File: config.mk
export PLATFORM = sky130hd
export DESIGN_NAME = acq_trigger
export DESIGN_NICKNAME = d
export VERILOG_FILES = /design/src/acq_trigger.v
export VERILOG_INCLUDE_DIRS = /design/src
export SDC_FILE = /design/constraint.sdc
export NUM_CORES = 1
export LEC_CHECK = 0
export ABC_AREA = 1
export BUFFER_PORTS_ARGS = -buffer_cell sky130_fd_sc_hd__buf_4
export CAP_MARGIN = 5
export CORE_UTILIZATION = 30
export DETAILED_ROUTE_END_ITERATION = 16
export GPL_ROUTABILITY_DRIVEN = 0
export HOLD_SLACK_MARGIN = 0.05
export PLACE_DENSITY = 0.56
export SYNTH_ARGS = -nofsm -noshare
export SYNTH_HDL_FRONTEND = slang
export SYNTH_SLANG_ARGS = --single-unit
File: constraint.sdc
create_clock -name aclk -period 3.7 [get_ports aclk]
set_input_delay 0.74 -clock aclk [delete_from_list [all_inputs] [get_ports aclk]]
set_output_delay 0.74 -clock aclk [all_outputs]
set_load 0.03 [all_outputs]
File: src/trig_map.vh
// register map, field positions, reset values and timing constants of the trigger and scan clock
`ifndef TRIG_MAP_VH
`define TRIG_MAP_VH
`define OFF_CTRL        8'h00
`define OFF_PATTERN     8'h04
`define OFF_CARE        8'h08
`define OFF_WIDTH       8'h0C
`define OFF_INT_DIV     8'h10
`define OFF_PRE_DIV     8'h14
`define OFF_POST_DIV    8'h18
`define OFF_STATUS      8'h1C
`define OFF_PERIOD      8'h20
`define OFF_SCAN_WORDS  8'h24
`define CTRL_TRIG_TYPE  1:0
`define CTRL_PULSE_SRC  2
`define CTRL_PULSE_MAX  3
`define CTRL_PAT_COND   5:4
`define CTRL_EXT_CLK    6
`define CTRL_LO_EN      7
`define CTRL_HI_EN      8
`define CTRL_ARM        9
`define CTRL_PREPOST    10
`define CTRL_PRESCALE   23:16
`define TT_NONE         2'd0
`define TT_PULSE        2'd1
`define TT_PATTERN      2'd2
`define COND_EQ         2'd0
`define COND_NE         2'd1
`define COND_GT         2'd2
`define COND_LT         2'd3
`define CTRL_RESET      32'h0001_0000
`define WIDTH_RESET     32'h0000_000D
`define DIV_RESET       32'h0000_30D4
`define WIDTH_MIN_NS    100
`define WIDTH_MAX_MS    800
`define CLK_MHZ         125
`define TB_MHZ          20
`define SCAN_WORD_NS    1000
`endif

File: src/acq_trigger.v
// trigger qualification, scan clock and period counter with an axi4-lite register slave
// Operation
// [RULE_01] pulse trigger source is channel one or the pulse input, by configuration
// [RULE_02] after a crossing a width timer qualifies the pulse trigger
// [RULE_03] maximum mode fires on early recross; minimum fires when no recross in width
// [RULE_04] equal and not-equal compare each of 16 lines, don't-care lines excluded
// [RULE_05] equal fires on exact match; not-equal fires on any other combination
// [RULE_06] greater and less treat the lines as one unsigned value versus threshold
// [RULE_07] scan clock source is the internal rate or the external clock
// [RULE_08] with external clock a scan starts only after a rising edge
// [RULE_09] external clock can be prescaled by an integer from 1 to 255
// [RULE_10] a 32-bit counter measures and reports the external clock period
// [RULE_11] latest period count is available in every scan
// [RULE_12] two enabled 16-bit words; low word placed before high word
// [RULE_13] low word only shortens the least scan period by one microsecond
// [RULE_14] software uses low word only above 305 Hz; not enforced here
// [RULE_15] pulse width setting spans 100 ns up to 800 ms
// [RULE_16] pre/post mode acts on trigger after scan ends; rate changes after next scan
// [RULE_17] period counts 20 MHz timebase ticks between external edges, captured per edge; ticks here come every 6 cycles of 125 MHz, about 20.8 MHz
// [RULE_18] prescale N starts one scan per N qualifying external edges
//
// Added by the designer: the AXI4-Lite interface to the registers and the placing of the registers.
`timescale 1ns/1ps
`include "trig_map.vh"
module acq_trigger #(
  parameter WIDTH_MAX_CYC = `WIDTH_MAX_MS * 1000 * `CLK_MHZ
) (
  input  wire        aclk,
  input  wire        aresetn,
  input  wire [7:0]  s_axi_awaddr,
  input  wire        s_axi_awvalid,
  output reg         s_axi_awready,
  input  wire [31:0] s_axi_wdata,
  input  wire [3:0]  s_axi_wstrb,
  input  wire        s_axi_wvalid,
  output reg         s_axi_wready,
  output reg  [1:0]  s_axi_bresp,
  output reg         s_axi_bvalid,
  input  wire        s_axi_bready,
  input  wire [7:0]  s_axi_araddr,
  input  wire        s_axi_arvalid,
  output reg         s_axi_arready,
  output reg  [31:0] s_axi_rdata,
  output reg  [1:0]  s_axi_rresp,
  output reg         s_axi_rvalid,
  input  wire        s_axi_rready,
  input  wire        ch1_above,
  input  wire        pulse_above,
  input  wire [15:0] dig_in,
  input  wire        ext_clk,
  input  wire        scan_done,
  output reg         scan_start,
  output reg         trigger,
  output reg         post_rate,
  output reg  [15:0] period_count_low_word,
  output reg  [15:0] period_count_high_word,
  output reg  [1:0]  scan_words
);
  localparam WIDTH_MIN_CYC = (`WIDTH_MIN_NS * `CLK_MHZ + 999) / 1000;
  // whole cycles per timebase tick; 125/20 rounds down to 6, so ticks run slightly fast
  localparam TB_DIV        = `CLK_MHZ / `TB_MHZ;
  localparam WORD_CYC      = `SCAN_WORD_NS * `CLK_MHZ / 1000;
  localparam P_IDLE = 2'd0;
  localparam P_TIME = 2'd1;
  localparam P_WAIT = 2'd2;

  reg [31:0] ctrl_q, pattern_q, care_q, width_q, int_div_q, pre_div_q, post_div_q;
  reg [31:0] per_cnt_q, period_q;
  reg [31:0] width_cnt_q, rate_cnt_q;
  reg [7:0]  edge_cnt_q;
  reg [6:0]  tb_cnt_q;
  reg [1:0]  pstate_q;
  reg        ch1_s1_q, ch1_s2_q, pul_s1_q, pul_s2_q, lvl_q;
  reg [15:0] dig_s1_q, dig_s2_q;
  reg        ext_s1_q, ext_s2_q, ext_q;
  reg        trig_pend_q, busy_q, post_next_q;
  reg        aw_ok_q, w_ok_q;
  reg [7:0]  awaddr_q;
  reg [31:0] wdata_q;
  reg [3:0]  wstrb_q;
  wire       lvl, ext_rise, tb_tick, cond_hit, pulse_hit, ext_scan, int_scan, scan_go;
  wire [31:0] width_cyc, div_now;

  function [31:0] merge;
    input [31:0] old;
    input [31:0] din;
    input [3:0]  be;
    integer i;
    begin
      merge = old;
      for (i = 0; i < 4; i = i + 1)
        if (be[i]) merge[i*8 +: 8] = din[i*8 +: 8];
    end
  endfunction

  function [31:0] clamp;
    input [31:0] v;
    input [31:0] lo;
    input [31:0] hi;
    begin
      clamp = (v < lo) ? lo : ((v > hi) ? hi : v);
    end
  endfunction

  // every asynchronous input goes through two flops first
  always @(posedge aclk) begin
    ch1_s1_q <= ch1_above;
    ch1_s2_q <= ch1_s1_q;
    pul_s1_q <= pulse_above;
    pul_s2_q <= pul_s1_q;
    dig_s1_q <= dig_in;
    dig_s2_q <= dig_s1_q;
    ext_s1_q <= ext_clk;
    ext_s2_q <= ext_s1_q;
  end

  assign lvl      = ctrl_q[`CTRL_PULSE_SRC] ? pul_s2_q : ch1_s2_q; // RULE_01
  assign ext_rise = ext_s2_q & ~ext_q;
  assign tb_tick  = (tb_cnt_q == TB_DIV[6:0] - 7'd1);
  // width held inside the documented span
  assign width_cyc = clamp(width_q, WIDTH_MIN_CYC, WIDTH_MAX_CYC); // RULE_15

  // pulse qualification after the threshold crossing
  assign pulse_hit = ctrl_q[`CTRL_PULSE_MAX]
    ? (pstate_q == P_TIME && !lvl && lvl_q) // RULE_03
    : (pstate_q == P_TIME && lvl && width_cnt_q >= width_cyc - 32'd1); // RULE_03

  reg pat_hit;
  always @* begin
    case (ctrl_q[`CTRL_PAT_COND])
      `COND_EQ: pat_hit = ((dig_s2_q ^ pattern_q[15:0]) & care_q[15:0]) == 16'h0000; // RULE_04
      `COND_NE: pat_hit = ((dig_s2_q ^ pattern_q[15:0]) & care_q[15:0]) != 16'h0000; // RULE_05
      `COND_GT: pat_hit = dig_s2_q > pattern_q[15:0]; // RULE_06
      default:  pat_hit = dig_s2_q < pattern_q[15:0]; // RULE_06
    endcase
  end

  assign cond_hit = (ctrl_q[`CTRL_TRIG_TYPE] == `TT_PULSE) ? pulse_hit :
                    (ctrl_q[`CTRL_TRIG_TYPE] == `TT_PATTERN) ? pat_hit : 1'b0;

  // scan pacing: prescaled external edges or internal divider
  assign ext_scan = ext_rise && (edge_cnt_q + 8'd1 >= ctrl_q[`CTRL_PRESCALE]); // RULE_08 RULE_18
  assign div_now  = post_rate ? post_div_q : pre_div_q;
  assign int_scan = (rate_cnt_q + 32'd1 >= div_now);
  assign scan_go  = ctrl_q[`CTRL_ARM] && !busy_q &&
                    (ctrl_q[`CTRL_EXT_CLK] ? ext_scan : int_scan); // RULE_07

  always @(posedge aclk) begin
    if (!aresetn) begin
      pstate_q    <= P_IDLE;
      lvl_q       <= 1'b0;
      width_cnt_q <= 32'h0000_0000;
      ext_q       <= 1'b0;
      tb_cnt_q    <= 7'h00;
      per_cnt_q   <= 32'h0000_0000;
      period_q    <= 32'h0000_0000;
      edge_cnt_q  <= 8'h00;
      rate_cnt_q  <= 32'h0000_0000;
      trig_pend_q <= 1'b0;
      busy_q      <= 1'b0;
      post_next_q <= 1'b0;
      scan_start  <= 1'b0;
      trigger     <= 1'b0;
      post_rate   <= 1'b0;
      period_count_low_word  <= 16'h0000;
      period_count_high_word <= 16'h0000;
      scan_words  <= 2'b00;
    end else begin
      lvl_q <= lvl;
      ext_q <= ext_s2_q;
      scan_start <= 1'b0;
      trigger <= 1'b0;
      case (pstate_q)
        P_IDLE: if (lvl && !lvl_q) begin
          pstate_q    <= P_TIME; // RULE_02
          width_cnt_q <= 32'h0000_0000;
        end
        P_TIME: begin
          width_cnt_q <= width_cnt_q + 32'd1;
          if (pulse_hit || !lvl || width_cnt_q >= width_cyc - 32'd1)
            pstate_q <= lvl ? P_WAIT : P_IDLE; // RULE_02
        end
        P_WAIT: if (!lvl) pstate_q <= P_IDLE;
        default: pstate_q <= P_IDLE;
      endcase
      // 20 MHz enable, then period of the external clock in those ticks
      tb_cnt_q <= tb_tick ? 7'h00 : tb_cnt_q + 7'd1;
      if (ext_rise) begin
        period_q  <= per_cnt_q; // RULE_10 RULE_17
        per_cnt_q <= 32'h0000_0000;
      end else if (tb_tick) begin
        per_cnt_q <= per_cnt_q + 32'd1; // RULE_17
      end
      if (ext_rise)
        edge_cnt_q <= ext_scan ? 8'h00 : edge_cnt_q + 8'd1; // RULE_09
      rate_cnt_q <= int_scan ? 32'h0000_0000 : rate_cnt_q + 32'd1;
      if (cond_hit && ctrl_q[`CTRL_ARM])
        trig_pend_q <= 1'b1;
      if (scan_done)
        busy_q <= 1'b0;
      if (scan_go) begin
        scan_start <= 1'b1;
        busy_q     <= 1'b1;
        // latest period rides along with every scan, low word first
        // an edge-paced scan takes the period that this very edge closes
        period_count_low_word  <= ext_rise ? per_cnt_q[15:0] : period_q[15:0]; // RULE_11 RULE_12
        period_count_high_word <= ext_rise ? per_cnt_q[31:16] : period_q[31:16]; // RULE_11
        scan_words <= {ctrl_q[`CTRL_HI_EN], ctrl_q[`CTRL_LO_EN]}; // RULE_12 RULE_13
        if (post_next_q)
          post_rate <= 1'b1; // RULE_16
      end
      // in pre/post mode the trigger waits for the running scan to finish
      if (trig_pend_q && (!ctrl_q[`CTRL_PREPOST] || !busy_q || scan_done)) begin
        trigger     <= 1'b1; // RULE_16
        trig_pend_q <= 1'b0;
        post_next_q <= 1'b1;
      end
      if (!ctrl_q[`CTRL_ARM]) begin
        post_next_q <= 1'b0;
        post_rate   <= 1'b0;
        trig_pend_q <= 1'b0;
      end
    end
  end

  // axi4-lite slave: address and data taken in either order, response after both
  wire [7:0]  wa = aw_ok_q ? awaddr_q : s_axi_awaddr;
  wire [31:0] wd = w_ok_q ? wdata_q : s_axi_wdata;
  wire [3:0]  ws = w_ok_q ? wstrb_q : s_axi_wstrb;
  wire        aw_has = aw_ok_q || (s_axi_awvalid && s_axi_awready);
  wire        w_has  = w_ok_q || (s_axi_wvalid && s_axi_wready);
  wire        do_wr  = aw_has && w_has && !s_axi_bvalid;
  wire        wmap   = (wa <= `OFF_POST_DIV) && (wa[1:0] == 2'b00);

  always @(posedge aclk) begin
    if (!aresetn) begin
      ctrl_q <= `CTRL_RESET;
      pattern_q <= 32'h0000_0000;
      care_q <= 32'h0000_FFFF;
      width_q <= `WIDTH_RESET;
      int_div_q <= `DIV_RESET;
      pre_div_q <= `DIV_RESET;
      post_div_q <= `DIV_RESET;
      aw_ok_q <= 1'b0;
      w_ok_q <= 1'b0;
      awaddr_q <= 8'h00;
      wdata_q <= 32'h0000_0000;
      wstrb_q <= 4'h0;
      s_axi_awready <= 1'b0;
      s_axi_wready <= 1'b0;
      s_axi_bvalid <= 1'b0;
      s_axi_bresp <= 2'b00;
      s_axi_arready <= 1'b0;
      s_axi_rvalid <= 1'b0;
      s_axi_rresp <= 2'b00;
      s_axi_rdata <= 32'h0000_0000;
    end else begin
      s_axi_awready <= !aw_has && !s_axi_awready;
      s_axi_wready  <= !w_has && !s_axi_wready;
      if (s_axi_awvalid && s_axi_awready) begin
        aw_ok_q <= 1'b1;
        awaddr_q <= s_axi_awaddr;
      end
      if (s_axi_wvalid && s_axi_wready) begin
        w_ok_q <= 1'b1;
        wdata_q <= s_axi_wdata;
        wstrb_q <= s_axi_wstrb;
      end
      if (do_wr) begin
        aw_ok_q <= 1'b0;
        w_ok_q <= 1'b0;
        s_axi_awready <= 1'b0;
        s_axi_wready <= 1'b0;
        s_axi_bvalid <= 1'b1;
        s_axi_bresp <= wmap ? 2'b00 : 2'b10;
        case (wa)
          `OFF_CTRL:     ctrl_q <= merge(ctrl_q, wd, ws);
          `OFF_PATTERN:  pattern_q <= merge(pattern_q, wd, ws);
          `OFF_CARE:     care_q <= merge(care_q, wd, ws);
          `OFF_WIDTH:    width_q <= merge(width_q, wd, ws);
          `OFF_INT_DIV:  int_div_q <= merge(int_div_q, wd, ws);
          `OFF_PRE_DIV:  pre_div_q <= merge(pre_div_q, wd, ws);
          `OFF_POST_DIV: post_div_q <= merge(post_div_q, wd, ws);
          default: ;
        endcase
      end else if (s_axi_bvalid && s_axi_bready) begin
        s_axi_bvalid <= 1'b0;
      end
      s_axi_arready <= !s_axi_rvalid && !s_axi_arready;
      if (s_axi_arvalid && s_axi_arready) begin
        s_axi_arready <= 1'b0;
        s_axi_rvalid <= 1'b1;
        s_axi_rresp <= 2'b00;
        case (s_axi_araddr)
          `OFF_CTRL:       s_axi_rdata <= ctrl_q;
          `OFF_PATTERN:    s_axi_rdata <= pattern_q;
          `OFF_CARE:       s_axi_rdata <= care_q;
          `OFF_WIDTH:      s_axi_rdata <= width_q;
          `OFF_INT_DIV:    s_axi_rdata <= int_div_q;
          `OFF_PRE_DIV:    s_axi_rdata <= pre_div_q;
          `OFF_POST_DIV:   s_axi_rdata <= post_div_q;
          `OFF_STATUS:     s_axi_rdata <= {26'h0, pstate_q, post_rate, busy_q, trig_pend_q, lvl};
          `OFF_PERIOD:     s_axi_rdata <= period_q; // RULE_10
          `OFF_SCAN_WORDS: s_axi_rdata <= {30'h0, scan_words};
          default: begin
            s_axi_rdata <= 32'h0000_0000;
            s_axi_rresp <= 2'b10;
          end
        endcase
      end else if (s_axi_rvalid && s_axi_rready) begin
        s_axi_rvalid <= 1'b0;
      end
    end
  end
endmodule

# ---- Word-level counts from Yosys, hierarchy flattened
# Cells that the tools add are included.
# W data, S select, Z words.
dict set report op_classes {
  add_sub_neg 6
  order_cmp 8
  eq_ne 25
  muxes 33
  bitwise 6
  n_reduce_logical 88
}
# operator n
set ops {}
lappend ops {{$pmux W32 S10} 1}
lappend ops {{$mux W32} 5}
lappend ops {{$add A32 B1 Y32 const B} 3}
lappend ops {{$reduce_and A3 Y1} 29}
lappend ops {{$ge A32 B32 Y1} 2}
lappend ops {{$pmux W32 S2} 1}
lappend ops {{$eq A8 B5 Y1 const B} 7}
lappend ops {{$eq A8 B4 Y1 const B} 4}
lappend ops {{$gt A32 B27 Y1 const B} 1}
lappend ops {{$lt A32 B4 Y1 const B} 1}
lappend ops {{$mux W16} 2}
lappend ops {{$sub A32 B1 Y32 const B} 1}
lappend ops {{$logic_and A1 B1 Y1} 21}
lappend ops {{$and A16 B16 Y16} 1}
lappend ops {{$eq A8 B3 Y1 const B} 2}
lappend ops {{$eq A8 B6 Y1 const B} 2}
lappend ops {{$gt A16 B16 Y1} 1}
lappend ops {{$logic_not A16 Y1} 1}
lappend ops {{$logic_not A8 Y1} 2}
lappend ops {{$lt A16 B16 Y1} 1}
lappend ops {{$mux W8} 2}
lappend ops {{$reduce_bool A16 Y1} 1}
lappend ops {{$xor A16 B16 Y16} 1}
lappend ops {{$mux W1} 13}
lappend ops {{23 further kinds} 61}
dict set report word_totals {
  reg_bits 536
  out_inout_bits 78
  elab_cells 233
}

# ---- Depth between registers and ports, before layout
dict set report logic_depth {
  word_depth 11
  ltp_mapped 29
  mapped_depth_nobuf 29
}

# ---- Worst setup path after synthesis
# No wires, ideal clock.
dict set report synth_path {
  path_kind {register -> register}
  from {reg rate_cnt_q[0]}
  to {reg period_count_high_word[11]}
  arrival_ns 3.257
  required_ns 3.587
  slack_ns 0.330
  stages_incl_launch_ff 27
  period_less_slack_ns 3.370
  path_cell_list {dfxtp_1 -> ha_1 -> nand2_1 -> nor2_1 -> inv_2 -> nor2_2 -> nand3_2 -> nor2_2 -> nand3_2 -> nor2_1 -> nand2_1 -> inv_1 -> nand2_1 -> nand2_1 -> inv_1 -> ha_1 -> nand2_1 -> nor4_1 -> nand3_1 -> nand4_1 -> nand2_1 -> inv_1 -> buf_4 -> buf_2 -> nand2_1 -> nand2_1 -> nor2_1}
}
dict set report synth_between {
  elab_chain_cells 4
}
# element line
set synth_rtl {}
lappend synth_rtl {{start, declared} acq_trigger.v:69} ;# reg [31:0] width_cnt_q, rate_cnt_q;
lappend synth_rtl {{start signal, assigned} acq_trigger.v:196} ;# rate_cnt_q <= int_scan ? 32'h0000_0000 : rate_cnt_q + 32'd1;
lappend synth_rtl {{$add A32 B1 Y32} acq_trigger.v:144} ;# assign int_scan = (rate_cnt_q + 32'd1 >= div_now);
lappend synth_rtl {{$ge A32 B32 Y1} acq_trigger.v:144}
lappend synth_rtl {{$mux W1} acq_trigger.v:146} ;# (ctrl_q[`CTRL_EXT_CLK] ? ext_scan : int_scan);
lappend synth_rtl {{$logic_and A1 B1 Y1} acq_trigger.v:145} ;# assign scan_go = ctrl_q[`CTRL_ARM] && !busy_q &&
lappend synth_rtl {{end signal, assigned} acq_trigger.v:207} ;# period_count_high_word <= ext_rise ? per_cnt_q[31:16] : period_q[31:16];
lappend synth_rtl {{end, declared} acq_trigger.v:56} ;# output reg [15:0] period_count_high_word,
# No other way between the ends.
# A chain may end at the register's enable or synchronous reset.

# ---- Worst setup path after layout
dict set report layout_path {
  from {reg rate_cnt_q[17]}
  to {reg period_count_low_word[10]}
}
dict set report layout_between {
  elab_chain_cells 4
}
# element line
set layout_rtl {}
lappend layout_rtl {{$add A32 B1 Y32} acq_trigger.v:144}
lappend layout_rtl {{$ge A32 B32 Y1} acq_trigger.v:144}
lappend layout_rtl {{$mux W1} acq_trigger.v:146}
lappend layout_rtl {{$logic_and A1 B1 Y1} acq_trigger.v:145}
lappend layout_rtl {{end signal, assigned} acq_trigger.v:206} ;# period_count_low_word <= ext_rise ? per_cnt_q[15:0] : period_q[15:0];
lappend layout_rtl {{end, declared} acq_trigger.v:55} ;# output reg [15:0] period_count_low_word,
# No other way between the ends.

==> reports/results.tsv <==
stage	metric	value	unit
outcome	status	finished, final reports clean	
synthesis	Synth cell types	64	
cells_and_area	share of layout cells above drive strength 1	0.165	
synthesis	sequential area share after synthesis	0.410	
pwr	maximum VDD drop	309	µV
sta	Layout Skew	46.2	ps
detailed_routing	Post-route DRC	0	
sta	RSZ-0062 raised after global routing	yes	
clock_tree	latest clock arrival within the worst-skew pair	660	ps
pwr	Total Power	13.7	mW
sta	Rel. slew slack	0.264	
synthesis	top cells by count, synth	nand2_1, dfxtp_1, inv_1	
critical_path	r2r setup slk	30	ps
grt	vias in the first global route	23100	
floorplanning	core area	85500	µm²
clock_tree	clk slew on worst S/H paths	60	ps
floorplanning	Die X	297	µm
clock_tree	H-Tree Depth	2	
synthesis	Synth warnings	0	
sta	Min Clock Period, post-route	3670	ps
detailed_routing	Final ANT Viol Nets	0	
synthesis	Main synth FF type	dfxtp_1	
grt	initial antenna violation count	0	
sta	final hold vios	0	
floorplanning	Std-Cell Rows	107	
detailed_routing	via count	24700	
clock_tree	CTS Sinks	534	
clock_tree	CTS tree	built	
critical_path	CP max FO	6	
placed_design	I/O Buffers	154	
synthesis	syn_area_per_cell	7.21	µm²
cells_and_area	Nets	4003	
synthesis	Synth async-reset ratio	0	
clock_tree	CTS Buffer Depth	3	
clock_tree	CTS root buffer	clkbuf_16	
critical_path	critical path arrival	4220	ps
synthesis	area leader, netlist	dfxtp_1	
sta	Slew @ Worst Pin	1100	ps
critical_path	CP Class	flop to flop	
placed_design	hpwl dp	66100	µm
detailed_routing	DR WL/cell	18.0	µm
floorplanning	io pins	157	
cells_and_area	final instance area	31900	µm²
clock_tree	CTS buffer count	61	
sta	fin. max-slew vios	0	
sta	Min Hold Slack	195	ps
floorplanning	Die Y	297	µm
critical_path	Crit. End Element	flop	
min_path	worst min-delay path class	input port to flop	
flow_run	max-cap violations	0	
synthesis	Seq cells post-synth	534	
sta	Final Setup Violations	0	
critical_path	CP Launch Type	flop	
placed_design	DP Area	28900	µm²
synthesis	Synth area leaders	dfxtp_1, nand2_1, a21oi_1	
synthesis	synthesized cell area	26100	µm²
critical_path	Critical Path RT	4240	ps
detailed_routing	DRT Wirelength	90500	µm
floorplanning	Die ar.	88000	µm²
sta	f_max	272	MHz
synthesis	Synth top area share	0.410	
detailed_routing	Initial DRT Pass Iterations	5	
cells_and_area	P&R area growth vs syn	22.2	%
synthesis	Synth Instances	3616	
sta	setup TNS	0	ps
synthesis	top-count cell post-synth	nand2_1	
grt	GRT Overall Usage	0.196	
detailed_routing	Via density	4.92	
grt	first-pass GRT wire length	136000	µm
sta	Final Cycle Share	0.993	
grt	remaining global-route overflow	0	
synthesis	Post-synth EDFFs	0	
floorplanning	Initial Utilization	0.305	
pwr	Pwr Density	430	nW/µm²
grt	pin count of the biggest net entering global routing	170	
detailed_routing	initial drt markers	2062	
pwr	leakage dissipation	13.1	nW
cells_and_area	Inserted Diodes	0	
critical path: stages (launching register included):
cell and delay [ps]:
dfxtp_1 430, nand2_1 150, nor2_1 260, nand2_1 90, nor4_1 300, nand4_1 170
xor2_1 230, inv_1 80, ha_1 280, nand2_1 80, nor2_1 100, nand2_1 100
nor4_2 220, buf_4 170, nand3_2 70, nand4_1 190, nand2_4 150, inv_6 160
buf_6 150, nand2_1 50, nand2_1 60, nor2_1 50
registers in the layout, indices dropped and copies added, names as in the netlist, 7 cells and up:
name,count
post_div_q,32
ctrl_q,32
rate_cnt_q,32
awaddr_q,8
tb_cnt_q,7
dig_s2_q,16
period_count_low_word,16
width_q,32
dig_s1_q,16
pattern_q,32
period_q,32
edge_cnt_q,8
pre_div_q,32
wdata_q,32
width_cnt_q,32
per_cnt_q,32
care_q,32
s_axi_rdata,32
int_div_q,32
period_count_high_word,16
logic make-up after synthesis:
kind of cell	share of synthesized area
simple gates	0.249
compound gates	0.182
buf+inv	0.0927
flops	0.410
fa+ha+maj	0.0456
xor+xnor	0.0202
other cells	0.000288
mux	0.000528
final cells by class:
cell class                 instances  area (µm²)
clock inverter                    30         568
inverter                         447        1690
fill                            8969       53700
clock buffer                      81        1710
multi-input combinational       2489       13300
sequential                       534       10700
tap                             1144        1430
timing repair inverter             1        8.76
timing repair buffer             295        2400
through the flow:
step / cells / worst slack (ps) / utilization
after floorplan: 3621 / 330 / -
after global placement: 4890 / -43.0 / 0.338
after detailed placement: 4890 / -97.6 / 0.338
after CTS: 5001 / 31.0 / 0.365
after global routing: 5021 / -220 / 0.372
final: 5021 / 27.6 / 0.372
layer usage:
metal | share of wire | vias up | track usage
met2 | 0.46 | 756 | 0.320
met3 | 0.065 | 144 | 0.0315
met4 | 0.029 | 0 | 0.0593
met5 | 0 | - | 0
met1 | 0.45 | 11500 | 0.264
li1 | - | 12400 | -
worst paths after layout:
path,start,to,cells past startpoint
max reg2reg,rate_cnt_q[17]$_SDFF_PP0_,period_count_low_word[10]$_SDFFE_PN0P_,21
min reg2reg,pul_s1_q$_DFF_P_,pul_s2_q$_DFF_P_,0
min,dig_in[0],dig_s1_q[0]$_DFF_P_,1
max,rate_cnt_q[17]$_SDFF_PP0_,period_count_low_word[10]$_SDFFE_PN0P_,21
power breakdown:
part | switching (mW) | internal [mW] | total [mW]
clock network | 2.63 | 4.23 | 6.86
logic | 0.645 | 0.259 | 0.904
registers | 0.0634 | 5.86 | 5.92
cells in the final DEF (no fill, tap or decap), types with 66 or more instances in the layout:
cell type	count
a21oi_1	335
buf_4	278
clkbuf_16	66
dfxtp_1	527
ha_1	93
inv_1	403
nand2_1	642
nand3_1	122
nor2_1	373
o21ai_0	304
o22ai_1	73
what timing repair did:
action                     CTS  global route
setup endpoints to repair    1            40
gates resized for setup      2           124
gates cloned                 0             7
pin swaps                    0            50
setup buffers                0            13
hold buffers                 0             0
No activity file was read; power rests on OpenSTA's default activity.
